[src/logic/fsp_params.svh]
/*
  Constants of the four-mode serial port: register addresses, field
  positions, reset values and timing counts.
  Assumes inclusion by the package and the serial port module only.
*/
`ifndef FSP_PARAMS_SVH
`define FSP_PARAMS_SVH

// ----------------------------------------------------------------
// register addresses and reset values on the special-function-register port
// ----------------------------------------------------------------
`define FSP_CTRL_ADDR 8'h98
`define FSP_BUF_ADDR 8'h99
`define FSP_CTRL_RESET 8'h00
`define FSP_BUF_RESET 8'h00

// ----------------------------------------------------------------
// control register field positions
// ----------------------------------------------------------------
`define FSP_B_MODE_HI 7
`define FSP_B_MODE_LO 6
`define FSP_B_ADDR_REC 5
`define FSP_B_RX_EN 4
`define FSP_B_TX_NINTH 3
`define FSP_B_RX_NINTH 2
`define FSP_B_TX_DONE 1
`define FSP_B_RX_DONE 0

// ----------------------------------------------------------------
// timing counts in clock cycles, sample ticks and frame bits (clk at 100 MHz)
// ----------------------------------------------------------------
`define FSP_SYNC_DIV 3'h6
`define FSP_SYNC_LAST 3'h5
`define FSP_SYNC_HALF 3'h3
`define FSP_OVS_LAST 4'hF
`define FSP_OVS_MID 4'h7
`define FSP_SYNC_BITS 4'h8
`define FSP_BITS_8 4'hA
`define FSP_BITS_9 4'hB

`endif

[src/logic/fsp_pkg.sv]
/*
  Types of the four-mode serial port: state machines and mode codes.
  Assumes the constants header sits beside it.
*/
package fsp_pkg;
  `include "fsp_params.svh"

  // transmit and mode-0 shift engine
  typedef enum logic [2:0] {
    TX_IDLE = 3'b001,
    TX_ASYNC = 3'b010,
    TX_SYNC = 3'b100
  } fsp_tx_e;

  // asynchronous receiver
  typedef enum logic [1:0] {
    RX_IDLE = 2'b01,
    RX_BUSY = 2'b10
  } fsp_rx_e;

  // serial port mode from the two mode-select bits
  typedef enum logic [1:0] {
    MODE_SHIFT = 2'b00,
    MODE_ASYNC8 = 2'b01,
    MODE_ASYNC9_FIX = 2'b10,
    MODE_ASYNC9_TMR = 2'b11
  } fsp_mode_e;
endpackage

[src/logic/fsp_serial_port.sv]
/*
  Four-mode serial port: control register, shared data register,
  transmitter, receiver with a one-byte holding buffer, rate logic.
  Assumes a CPU register port synchronous to clk, a one-cycle timer-1
  overflow pulse, and pin inputs already synchronous to clk.
*/
// Operation
// (RL1) transmit and receive paths run independently and at the same time; mode 0 runs both through one shared engine, one at a time
// (RL2) a second byte may arrive before the first is read; it overwrites it
// (RL3) data register write loads transmit; read returns separate receive register
// (RL4) mode 0 shifts 8 bits lsb first on receive pin at clock/6
// (RL5) mode 1 frame: start 0, eight data lsb first, stop 1
// (RL6) mode 1 reception stores the stop bit in the receive ninth bit
// (RL7) modes 1 and 3 use timer-1 overflow; modes 0 and 2 fixed rates
// (RL8) modes 2 and 3 frame: start, eight data, ninth bit, stop
// (RL9) transmitted ninth bit is the last written transmit ninth-bit value
// (RL10) received ninth bit goes to receive ninth bit; stop is dropped
// (RL11) mode 2 rate is clock/32, or clock/16 when rate doubling set
// (RL12) mode 3 equals mode 2 except it uses the timer rate
// (RL13) any write of the data register starts a transmission
// (RL14) mode 0 reception starts when receive-done is 0 and enable is 1
// (RL15) async reception starts on a start bit only while enabled
// (RL16) control bit 7 shows mode bit or framing error by view select
// (RL17) missing stop bit sets framing error, held until software clears
// (RL18) control holds mode bits, ninth bits and both done flags
// (RL19) software picks the ninth bit through the transmit ninth-bit field
// (RL20) mode codes 01, 10, 11 select modes 1, 2 and 3
// (RL21) done flags set at frame end and byte load, cleared by software
`timescale 1ns/1ps
`include "fsp_params.svh"
module fsp_serial_port import fsp_pkg::*; (
  input wire logic clk,
  input wire logic sys_rst,
  input wire logic [7:0] sfr_addr,
  input wire logic sfr_wr,
  input wire logic sfr_rd,
  input wire logic [7:0] sfr_wdata,
  output logic [7:0] sfr_rdata,
  input wire logic rate_double_bit,
  input wire logic error_view_select,
  input wire logic t1_ovf,
  input wire logic rxd_in,
  output logic rxd_out,
  output logic rxd_oe_n,
  output logic txd
);

  // ----------------------------------------------------------------
  // register port decode and control state
  // ----------------------------------------------------------------
  logic wr_ctrl, wr_buf, rd_ctrl, rd_buf;
  logic mode_hi_q, mode_hi_d, mode_lo_q, mode_lo_d, addr_rec_q, addr_rec_d;
  logic rx_en_q, rx_en_d, tx_ninth_q, tx_ninth_d, rx_ninth_q, rx_ninth_d;
  logic tx_done_q, tx_done_d, rx_done_q, rx_done_d, fe_q, fe_d;
  logic [7:0] rbuf_q, rbuf_d, rdata_q, rdata_d, ctrl_rst;
  fsp_mode_e mode;
  // events from the shift engines
  logic tx_fin, rx_load, rx_ninth_new, fe_set;
  logic [7:0] rx_data;

  assign wr_ctrl = sfr_wr && (sfr_addr == `FSP_CTRL_ADDR);
  assign wr_buf = sfr_wr && (sfr_addr == `FSP_BUF_ADDR);
  assign rd_ctrl = sfr_rd && (sfr_addr == `FSP_CTRL_ADDR);
  assign rd_buf = sfr_rd && (sfr_addr == `FSP_BUF_ADDR);
  assign mode = fsp_mode_e'({mode_hi_q, mode_lo_q}); // RL20
  assign ctrl_rst = `FSP_CTRL_RESET;

  // control fields; hardware sets beat a software clear in the same cycle
  always_comb begin
    mode_hi_d = mode_hi_q;
    mode_lo_d = mode_lo_q;
    addr_rec_d = addr_rec_q;
    rx_en_d = rx_en_q;
    tx_ninth_d = tx_ninth_q;
    rx_ninth_d = rx_ninth_q;
    tx_done_d = tx_done_q;
    rx_done_d = rx_done_q;
    fe_d = fe_q;
    rbuf_d = rbuf_q;
    if (wr_ctrl) begin // RL18
      if (error_view_select) begin
        fe_d = sfr_wdata[`FSP_B_MODE_HI]; // RL16
      end else begin
        mode_hi_d = sfr_wdata[`FSP_B_MODE_HI];
      end
      mode_lo_d = sfr_wdata[`FSP_B_MODE_LO];
      addr_rec_d = sfr_wdata[`FSP_B_ADDR_REC];
      rx_en_d = sfr_wdata[`FSP_B_RX_EN];
      tx_ninth_d = sfr_wdata[`FSP_B_TX_NINTH];
      rx_ninth_d = sfr_wdata[`FSP_B_RX_NINTH];
      tx_done_d = sfr_wdata[`FSP_B_TX_DONE];
      rx_done_d = sfr_wdata[`FSP_B_RX_DONE];
    end
    if (tx_fin) begin
      tx_done_d = 1'b1; // RL21
    end
    if (rx_load) begin
      rbuf_d = rx_data; // RL2
      rx_done_d = 1'b1; // RL21
      if (mode != MODE_SHIFT) begin
        rx_ninth_d = rx_ninth_new; // RL6 RL10
      end
    end
    if (fe_set) begin
      fe_d = 1'b1; // RL17
    end
  end

  // read data is registered; an unmapped read returns zero
  always_comb begin
    rdata_d = 8'h00;
    if (rd_ctrl) begin
      rdata_d = {error_view_select ? fe_q : mode_hi_q, mode_lo_q, addr_rec_q, rx_en_q,
                 tx_ninth_q, rx_ninth_q, tx_done_q, rx_done_q}; // RL16
    end else if (rd_buf) begin
      rdata_d = rbuf_q; // RL3
    end
  end

  always_ff @(posedge clk) begin
    if (sys_rst) begin
      {mode_hi_q, mode_lo_q, addr_rec_q, rx_en_q} <= ctrl_rst[7:4];
      {tx_ninth_q, rx_ninth_q, tx_done_q, rx_done_q} <= ctrl_rst[3:0];
      fe_q <= 1'b0;
      rbuf_q <= `FSP_BUF_RESET;
      rdata_q <= 8'h00;
    end else begin
      mode_hi_q <= mode_hi_d;
      mode_lo_q <= mode_lo_d;
      addr_rec_q <= addr_rec_d;
      rx_en_q <= rx_en_d;
      tx_ninth_q <= tx_ninth_d;
      rx_ninth_q <= rx_ninth_d;
      tx_done_q <= tx_done_d;
      rx_done_q <= rx_done_d;
      fe_q <= fe_d;
      rbuf_q <= rbuf_d;
      rdata_q <= rdata_d;
    end
  end
  assign sfr_rdata = rdata_q;

  // ----------------------------------------------------------------
  // rate logic: sixteen sample ticks per asynchronous bit
  // ----------------------------------------------------------------
  logic half_q, half_d, tick_src, tick;

  // mode 2 counts clk; modes 1 and 3 count timer-1 overflows
  assign tick_src = (mode == MODE_ASYNC9_FIX) ? 1'b1 : t1_ovf; // RL7 RL11 RL12
  assign tick = tick_src && (rate_double_bit || half_q); // RL11

  always_comb begin
    half_d = half_q;
    if (tick_src) begin
      half_d = !half_q;
    end
  end

  always_ff @(posedge clk) begin
    if (sys_rst) begin
      half_q <= 1'b0;
    end else begin
      half_q <= half_d;
    end
  end

  // ----------------------------------------------------------------
  // transmitter and mode-0 shift engine (drives both pins)
  // ----------------------------------------------------------------
  fsp_tx_e tx_state_q, tx_state_d;
  logic [10:0] tx_sh_q, tx_sh_d;
  logic [3:0] tx_ph_q, tx_ph_d, tx_bit_q, tx_bit_d, tx_nbits;
  logic [2:0] sync_cnt_q, sync_cnt_d;
  logic sync_rx_q, sync_rx_d, samp_q, samp_d;
  logic txd_q, txd_d, rxd_out_q, rxd_out_d, rxd_oe_n_q, rxd_oe_n_d;
  logic sync_start, sync_done;

  assign tx_nbits = (mode == MODE_ASYNC8) ? `FSP_BITS_8 : `FSP_BITS_9;
  // a data register write takes priority over a pending mode-0 receive
  assign sync_start = (mode == MODE_SHIFT) && rx_en_q && !rx_done_q
                      && (tx_state_q == TX_IDLE) && !wr_buf; // RL14
  assign sync_done = (tx_state_q == TX_SYNC) && (sync_cnt_q == `FSP_SYNC_LAST)
                     && (tx_bit_q == `FSP_SYNC_BITS - 4'h1);

  always_comb begin
    tx_state_d = tx_state_q;
    tx_sh_d = tx_sh_q;
    tx_ph_d = tx_ph_q;
    tx_bit_d = tx_bit_q;
    sync_cnt_d = sync_cnt_q;
    sync_rx_d = sync_rx_q;
    samp_d = samp_q;
    tx_fin = 1'b0;
    case (tx_state_q)
      TX_IDLE: begin
        if (sync_start) begin
          tx_state_d = TX_SYNC; // RL14
          sync_rx_d = 1'b1;
          sync_cnt_d = 3'h0;
          tx_bit_d = 4'h0;
          tx_sh_d = 11'h7FF;
        end
      end
      TX_ASYNC: begin
        if (tick) begin
          tx_ph_d = tx_ph_q + 4'h1;
          if (tx_ph_q == `FSP_OVS_LAST) begin
            tx_sh_d = {1'b1, tx_sh_q[10:1]}; // RL5 RL8
            tx_bit_d = tx_bit_q + 4'h1;
            if (tx_bit_q == tx_nbits - 4'h1) begin
              tx_state_d = TX_IDLE;
              tx_fin = 1'b1; // RL21
            end
          end
        end
      end
      TX_SYNC: begin
        sync_cnt_d = (sync_cnt_q == `FSP_SYNC_LAST) ? 3'h0 : sync_cnt_q + 3'h1; // RL4
        if (sync_cnt_q == `FSP_SYNC_HALF) begin
          samp_d = rxd_in;
        end
        if (sync_cnt_q == `FSP_SYNC_LAST) begin
          tx_sh_d = {3'b111, sync_rx_q ? samp_q : 1'b1, tx_sh_q[7:1]}; // RL4
          tx_bit_d = tx_bit_q + 4'h1;
          if (sync_done) begin
            tx_state_d = TX_IDLE;
            tx_fin = !sync_rx_q;
          end
        end
      end
      default: begin
        tx_state_d = TX_IDLE;
      end
    endcase
    // any data register write restarts the transmitter with a new frame
    if (wr_buf) begin // RL13 RL3
      tx_bit_d = 4'h0;
      tx_ph_d = 4'h0;
      sync_cnt_d = 3'h0;
      sync_rx_d = 1'b0;
      if (mode == MODE_SHIFT) begin
        tx_state_d = TX_SYNC;
        tx_sh_d = {3'b111, sfr_wdata};
      end else begin
        tx_state_d = TX_ASYNC;
        // mode 1 puts the stop bit where the ninth bit goes
        tx_sh_d = {1'b1, (mode == MODE_ASYNC8) ? 1'b1 : tx_ninth_q, sfr_wdata, 1'b0}; // RL9 RL5
      end
    end
  end

  // pin drive: mode 0 clock low in the first half of each bit
  always_comb begin
    txd_d = 1'b1;
    rxd_out_d = 1'b1;
    rxd_oe_n_d = 1'b1;
    case (tx_state_d)
      TX_ASYNC: begin
        txd_d = tx_sh_d[0];
      end
      TX_SYNC: begin
        txd_d = (sync_cnt_d >= `FSP_SYNC_HALF); // RL4
        rxd_out_d = tx_sh_d[0];
        rxd_oe_n_d = sync_rx_d;
      end
      default: begin
        txd_d = 1'b1;
      end
    endcase
  end

  always_ff @(posedge clk) begin
    if (sys_rst) begin
      tx_state_q <= TX_IDLE;
      tx_sh_q <= 11'h7FF;
      tx_ph_q <= 4'h0;
      tx_bit_q <= 4'h0;
      sync_cnt_q <= 3'h0;
      sync_rx_q <= 1'b0;
      samp_q <= 1'b1;
      txd_q <= 1'b1;
      rxd_out_q <= 1'b1;
      rxd_oe_n_q <= 1'b1;
    end else begin
      tx_state_q <= tx_state_d;
      tx_sh_q <= tx_sh_d;
      tx_ph_q <= tx_ph_d;
      tx_bit_q <= tx_bit_d;
      sync_cnt_q <= sync_cnt_d;
      sync_rx_q <= sync_rx_d;
      samp_q <= samp_d;
      txd_q <= txd_d;
      rxd_out_q <= rxd_out_d;
      rxd_oe_n_q <= rxd_oe_n_d;
    end
  end
  assign txd = txd_q;
  assign rxd_out = rxd_out_q;
  assign rxd_oe_n = rxd_oe_n_q;

  // ----------------------------------------------------------------
  // asynchronous receiver, independent of the transmitter
  // ----------------------------------------------------------------
  fsp_rx_e rx_state_q, rx_state_d;
  logic [10:0] rx_sh_q, rx_sh_d, rx_ns;
  logic [3:0] rx_ph_q, rx_ph_d, rx_bit_q, rx_bit_d;
  logic rxd_prev_q, rx_done_frame;

  assign rx_ns = {rxd_in, rx_sh_q[10:1]};
  assign rx_done_frame = (rx_state_q == RX_BUSY) && tick && (rx_ph_q == `FSP_OVS_MID)
                         && (rx_bit_q == tx_nbits - 4'h1);

  // single sample at mid bit; a start bit that reads high is a glitch
  always_comb begin
    rx_state_d = rx_state_q;
    rx_sh_d = rx_sh_q;
    rx_ph_d = rx_ph_q;
    rx_bit_d = rx_bit_q;
    case (rx_state_q)
      RX_IDLE: begin
        if (rx_en_q && (mode != MODE_SHIFT) && rxd_prev_q && !rxd_in) begin // RL15
          rx_state_d = RX_BUSY;
          rx_ph_d = 4'h0;
          rx_bit_d = 4'h0;
        end
      end
      RX_BUSY: begin
        if (tick) begin // RL1
          rx_ph_d = rx_ph_q + 4'h1;
          if (rx_ph_q == `FSP_OVS_MID) begin
            rx_sh_d = rx_ns;
            rx_bit_d = rx_bit_q + 4'h1;
            if ((rx_bit_q == 4'h0 && rxd_in) || rx_done_frame) begin
              rx_state_d = RX_IDLE;
            end
          end
        end
        if (mode == MODE_SHIFT) begin
          rx_state_d = RX_IDLE;
        end
      end
      default: begin
        rx_state_d = RX_IDLE;
      end
    endcase
  end

  // completion from either the async receiver or the mode-0 engine
  always_comb begin
    rx_load = sync_done && sync_rx_q;
    rx_data = {samp_q, tx_sh_q[7:1]};
    rx_ninth_new = rx_ns[10];
    fe_set = 1'b0;
    if (rx_done_frame && (mode != MODE_SHIFT)) begin
      rx_load = 1'b1; // RL2
      fe_set = !rx_ns[10]; // RL17
      if (mode == MODE_ASYNC8) begin
        rx_data = rx_ns[9:2];
        rx_ninth_new = rx_ns[10]; // RL6
      end else begin
        rx_data = rx_ns[8:1];
        rx_ninth_new = rx_ns[9]; // RL10 RL12
      end
    end
  end

  always_ff @(posedge clk) begin
    if (sys_rst) begin
      rx_state_q <= RX_IDLE;
      rx_sh_q <= 11'h000;
      rx_ph_q <= 4'h0;
      rx_bit_q <= 4'h0;
      rxd_prev_q <= 1'b1;
    end else begin
      rx_state_q <= rx_state_d;
      rx_sh_q <= rx_sh_d;
      rx_ph_q <= rx_ph_d;
      rx_bit_q <= rx_bit_d;
      rxd_prev_q <= rxd_in;
    end
  end
endmodule

[config.mk]
export PLATFORM = sky130hd
export DESIGN_NAME = fsp_serial_port
export DESIGN_NICKNAME = d
export VERILOG_FILES = /design/src/logic/fsp_pkg.sv /design/src/logic/fsp_serial_port.sv
export VERILOG_INCLUDE_DIRS = /design/src /design/src/logic
export SDC_FILE = /design/constraint.sdc
export NUM_CORES = 1
export LEC_CHECK = 0
export BUFFER_PORTS_ARGS = -buffer_cell sky130_fd_sc_hd__clkbuf_2
export CAP_MARGIN = 25
export CORE_MARGIN = 2
export CORE_UTILIZATION = 47
export CTS_CLUSTER_DIAMETER = 150
export DETAILED_ROUTE_END_ITERATION = 6
export HOLD_SLACK_MARGIN = 0.1
export PLACE_DENSITY = 0.63
export SLEW_MARGIN = 20
export SYNTH_ARGS = -nofsm -noshare
export SYNTH_HDL_FRONTEND = slang
export SYNTH_SLANG_ARGS = --single-unit
export TNS_END_PERCENT = 10
[constraint.sdc]
create_clock -name clk -period 2.35 [get_ports clk]
set_input_delay 0 -clock clk [delete_from_list [all_inputs] [get_ports clk]]
set_output_delay 0 -clock clk [all_outputs]
set_load 0.02 [all_outputs]
==> results.md <==
- The flow ran to the end, and the final reports show no timing, DRC or antenna violations.
- After filler insertion, the fill cell instance count of the layout stands at 707.
- The routed design has 8.86 mm of wire.
- The endpoint type of the worst setup path is a register.
- The startpoint type of the worst setup path is a register.
- STA puts the critical path data arrival time at 2.29 ns.
- The number of antenna violations at the first check in global routing is 0.
- The overall die width is 93.1 um.
- The via count of the first global-routing pass was 3022.
- The vias per cell is 5.60.
- The clock-pin slew of the registers on the worst-case setup and hold paths is 0.08 ns.
- The slew of the pin with the lowest slew margin is 0.524 ns.
- The hold violation total from the final report is 0.
- The library cell used most frequently in the layout, excluding fill and tap cells, is sky130_fd_sc_hd__dfxtp_1.
- The floorplan step set the die height to 93.1 um.
- The maximum vdd ir drop is 0.000312 V.
- After the last flow step, the layout net total stands at 507.
- The Yosys step of the flow raised 0 warnings.
- The clock passes through at most 2 buffers.
- Setup repair after global routing left no endpoint under its margin.
- The wire-length estimate of the detail-placed layout is 6.30 mm.
- Compared with the post-synthesis result, the final layout area differs by 17.6%.
- The footprint of the multi-input gates is 2080 um2.
- The DRC violation total after the first TritonRoute iteration is 192.
- At the worst endpoint, the required time is 2.56 ns.
- The worst hold path was traced through 3 stages.
- The synthesized instance count is 429.
- OpenSTA, run right after detailed placement, puts the worst setup slack at 0.234 ns.
- The clock tree from TritonCTS is yes.
- The first global-routing pass estimated 14.8 mm of wire.
- The die covers 8670 um2.
- Post-CTS timing repair inserted 0 buffers for setup.
- The antenna diode count is 0.
- Sequential cells were found to cover 40.8% of the synthesized design area.
- The classification of the worst-slack hold path is in2reg.
- The number of clock sinks is 76.
- The post-route worst setup slack is 0.274 ns.
- The clock buffer count from CTS is 9.
- At the end of routability-driven placement, the weighted congestion stood at 0.821.
- After synthesis, the mean cell area works out to 8.70 um2.
- CTS placed an instance of sky130_fd_sc_hd__clkbuf_8 at the clock tree root.
- The core region is 7730 um2.
- The number of cells on the worst reg-to-reg path is 6.
- The count of distinct cell types in the synthesized netlist is 61.
- Dividing the detail-routed wire length by the instance count gives 15.2 um.
- The number of storage elements in the synthesis netlist is 76.
- Counting I/O delays and the setup requirement, the final critical path takes 2.08 ns.
- Along the worst path, the maximum fanout reaches 20.
- Synthesis produced a netlist with a net count of 459.
- The mapped netlist covers 3730 um2.
- At the later pin of the worst-skew pair, clock insertion delay measures 0.35 ns.
- In the synthesized netlist the dominant register cell turns out to be sky130_fd_sc_hd__dfxtp_1.
- The count of standard-cell rows is 32.
- After routing, the total negative slack on setup checks comes to 0 ns.
- The path type of the worst setup path is reg2reg.
- Summed over all cells, the static leakage comes to 1.64 nW.
- In this run the remaining antenna-violating nets after routing total 0.
- In this run the count of I/O pins placed on the die edge is 35.
- The maximum clock frequency is 0.482 GHz.
- The largest net degree at the start of global routing is 40.
- The via total after detailed routing is 3269.
- Leaving out fill and tap cells, the most frequent cells in the layout are sky130_fd_sc_hd__dfxtp_1 (76), sky130_fd_sc_hd__nor2_1 (62), sky130_fd_sc_hd__clkbuf_2 (34).
- The count of pins over their slew limit came to 0.
- Setup violations remaining at the end of the flow were counted as 0.
- The post-route clock skew is 0.0112 ns.
- The first-pass detailed-route iteration total is 5.
- The total DRC errors in the routed layout is 0.
- The share of cells above drive strength 1 is 16.8%.
- The number of maximum-capacitance violations is 0.
- The fraction of synthesis flops using an asynchronous set or reset pin is 0%.
- The total track usage is 21.6%.
- The global route total overflow is 0.
- The initial core utilization is 48.3%.
- In the final layout, flip-flops and latches occupy 1520 um2.
- The number of levels the H-tree was split into is 3.
- The total power divided by cell area is 566 nW/um2.
- Headroom to the max-slew limit came out at 64.2%.
- In this run, synthesis inferred 0 flip-flops with an integrated enable.
- Buffers placed on the I/O ports in this run total 34.
- The post-route fraction of the period consumed by the critical path is 88.3%.
[state kept, by name (all words and copies together), names as in the netlist, 2 cells and up]
signal	count
rbuf_q	8
rx_bit_q	4
rx_ph_q	4
rx_sh_q	9
rx_state_q	2
sfr_rdata	8
sync_cnt_q	3
tx_bit_q	4
tx_ph_q	4
tx_sh_q	11
tx_state_q	3
[timing repair]
action | 4_1_cts | 5_1_grt
hold buffers | 11 | 0
gates resized for setup | 0 | 0
hold endpoints to repair | 16 | 0
[final cells by class]
cell class,instances,share of cell area [%]
multi-input combinational,319,47.5
clock buffer,13,4.08
clock inverter,3,0.969
tap,102,2.91
sequential,76,34.7
timing repair buffer,60,8.95
inverter,11,0.941
[logic make-up after synthesis]
logic type / synth area share [%]
adder cells (fa/ha/maj): 2.01
multiplexers: 8.11
XOR/XNOR: 2.11
AO/OA/AOI/OAI: 16.1
buffers and inverters: 3.75
flip-flops: 40.8
AND/OR/NAND/NOR: 27.2
[report_power, final]
group | internal (mW) | total (mW) | leakage [nW] | switching, mW
registers | 1.29 | 1.29 | 0.613 | 0.00234
logic | 0.0417 | 0.102 | 0.918 | 0.0601
clock network | 0.606 | 1.09 | 0.112 | 0.485
total | 1.94 | 2.48 | 1.64 | 0.547
[cells in the mapped netlist, types with 2 or more instances]
library cell | instances | area share [%]
sky130_fd_sc_hd__a2111oi_0 | 2 | 0.47
sky130_fd_sc_hd__a211oi_1 | 11 | 2.2
sky130_fd_sc_hd__a21boi_0 | 2 | 0.40
sky130_fd_sc_hd__a21o_1 | 2 | 0.40
sky130_fd_sc_hd__a21oi_1 | 19 | 2.5
sky130_fd_sc_hd__a311oi_1 | 9 | 2.1
sky130_fd_sc_hd__a31oi_1 | 3 | 0.50
sky130_fd_sc_hd__and2_1 | 4 | 0.67
sky130_fd_sc_hd__and3_1 | 4 | 0.67
sky130_fd_sc_hd__and3b_1 | 2 | 0.47
sky130_fd_sc_hd__buf_2 | 4 | 0.54
sky130_fd_sc_hd__clkbuf_1 | 18 | 1.8
sky130_fd_sc_hd__dfxtp_1 | 76 | 41
sky130_fd_sc_hd__ha_1 | 6 | 2.0
sky130_fd_sc_hd__inv_1 | 10 | 1.0
sky130_fd_sc_hd__mux2_2 | 2 | 0.60
sky130_fd_sc_hd__mux2i_1 | 28 | 7.5
sky130_fd_sc_hd__nand2_1 | 26 | 2.6
sky130_fd_sc_hd__nand2b_1 | 9 | 1.5
sky130_fd_sc_hd__nand3_1 | 23 | 3.1
sky130_fd_sc_hd__nand3b_1 | 3 | 0.60
sky130_fd_sc_hd__nand4_1 | 6 | 1.0
sky130_fd_sc_hd__nor2_1 | 62 | 6.2
sky130_fd_sc_hd__nor2b_1 | 16 | 2.7
sky130_fd_sc_hd__nor3_1 | 2 | 0.27
sky130_fd_sc_hd__nor3b_1 | 10 | 2.0
sky130_fd_sc_hd__o2111ai_1 | 2 | 0.47
sky130_fd_sc_hd__o21ai_0 | 6 | 0.80
sky130_fd_sc_hd__o22ai_1 | 2 | 0.34
sky130_fd_sc_hd__o311ai_0 | 6 | 1.4
sky130_fd_sc_hd__or2_2 | 4 | 0.67
sky130_fd_sc_hd__or3_1 | 13 | 2.2
sky130_fd_sc_hd__or3b_2 | 2 | 0.47
sky130_fd_sc_hd__xor2_1 | 8 | 1.9
[worst max-delay path, stage by stage (launching register included)]
cell,delay (ns)
sky130_fd_sc_hd__dfxtp_1,0.43
sky130_fd_sc_hd__or3b_2,0.48
sky130_fd_sc_hd__o22ai_1,0.21
sky130_fd_sc_hd__nand4_1,0.13
sky130_fd_sc_hd__buf_4,0.23
sky130_fd_sc_hd__a211oi_1,0.37
sky130_fd_sc_hd__a311oi_1,0.09
[through the flow]
stage / utilization (%) / instance area (um2) / hold WS, ns / power (mW) / instances
2_1_floorplan: - / 3730 / 0.107 / 1.37 / 429
3_3_place_gp: 52.5 / 4060 / 0.300 / 1.41 / 557
3_5_place_dp: 52.5 / 4060 / 0.302 / 1.41 / 557
4_1_cts: 56.8 / 4390 / 0.121 / 2.50 / 584
5_1_grt: 56.8 / 4390 / 0.157 / 2.56 / 584
6_report: 56.8 / 4390 / 0.127 / 2.48 / 584
[worst paths after layout]
path	startpoint	to	slack, ns
hold / removal	sfr_addr[3]	sfr_rdata[1]	0.13
setup / recovery	mode_hi_q	rbuf_q[0]	0.27
setup reg to reg	mode_hi_q	rbuf_q[0]	0.27
hold reg to reg	tx_ph_q[1]	tx_ph_q[1]	0.49
[routing by layer]
metal	global-route usage, %	part of all wire (%)	vias to the layer above
li1	-	-	1639
met1	31.2	52	1538
met2	32.9	43	78
met3	2.90	3.9	14
met4	7.72	1.7	0
met5	0	0	-
No activity file was read; power rests on OpenSTA's default activity.
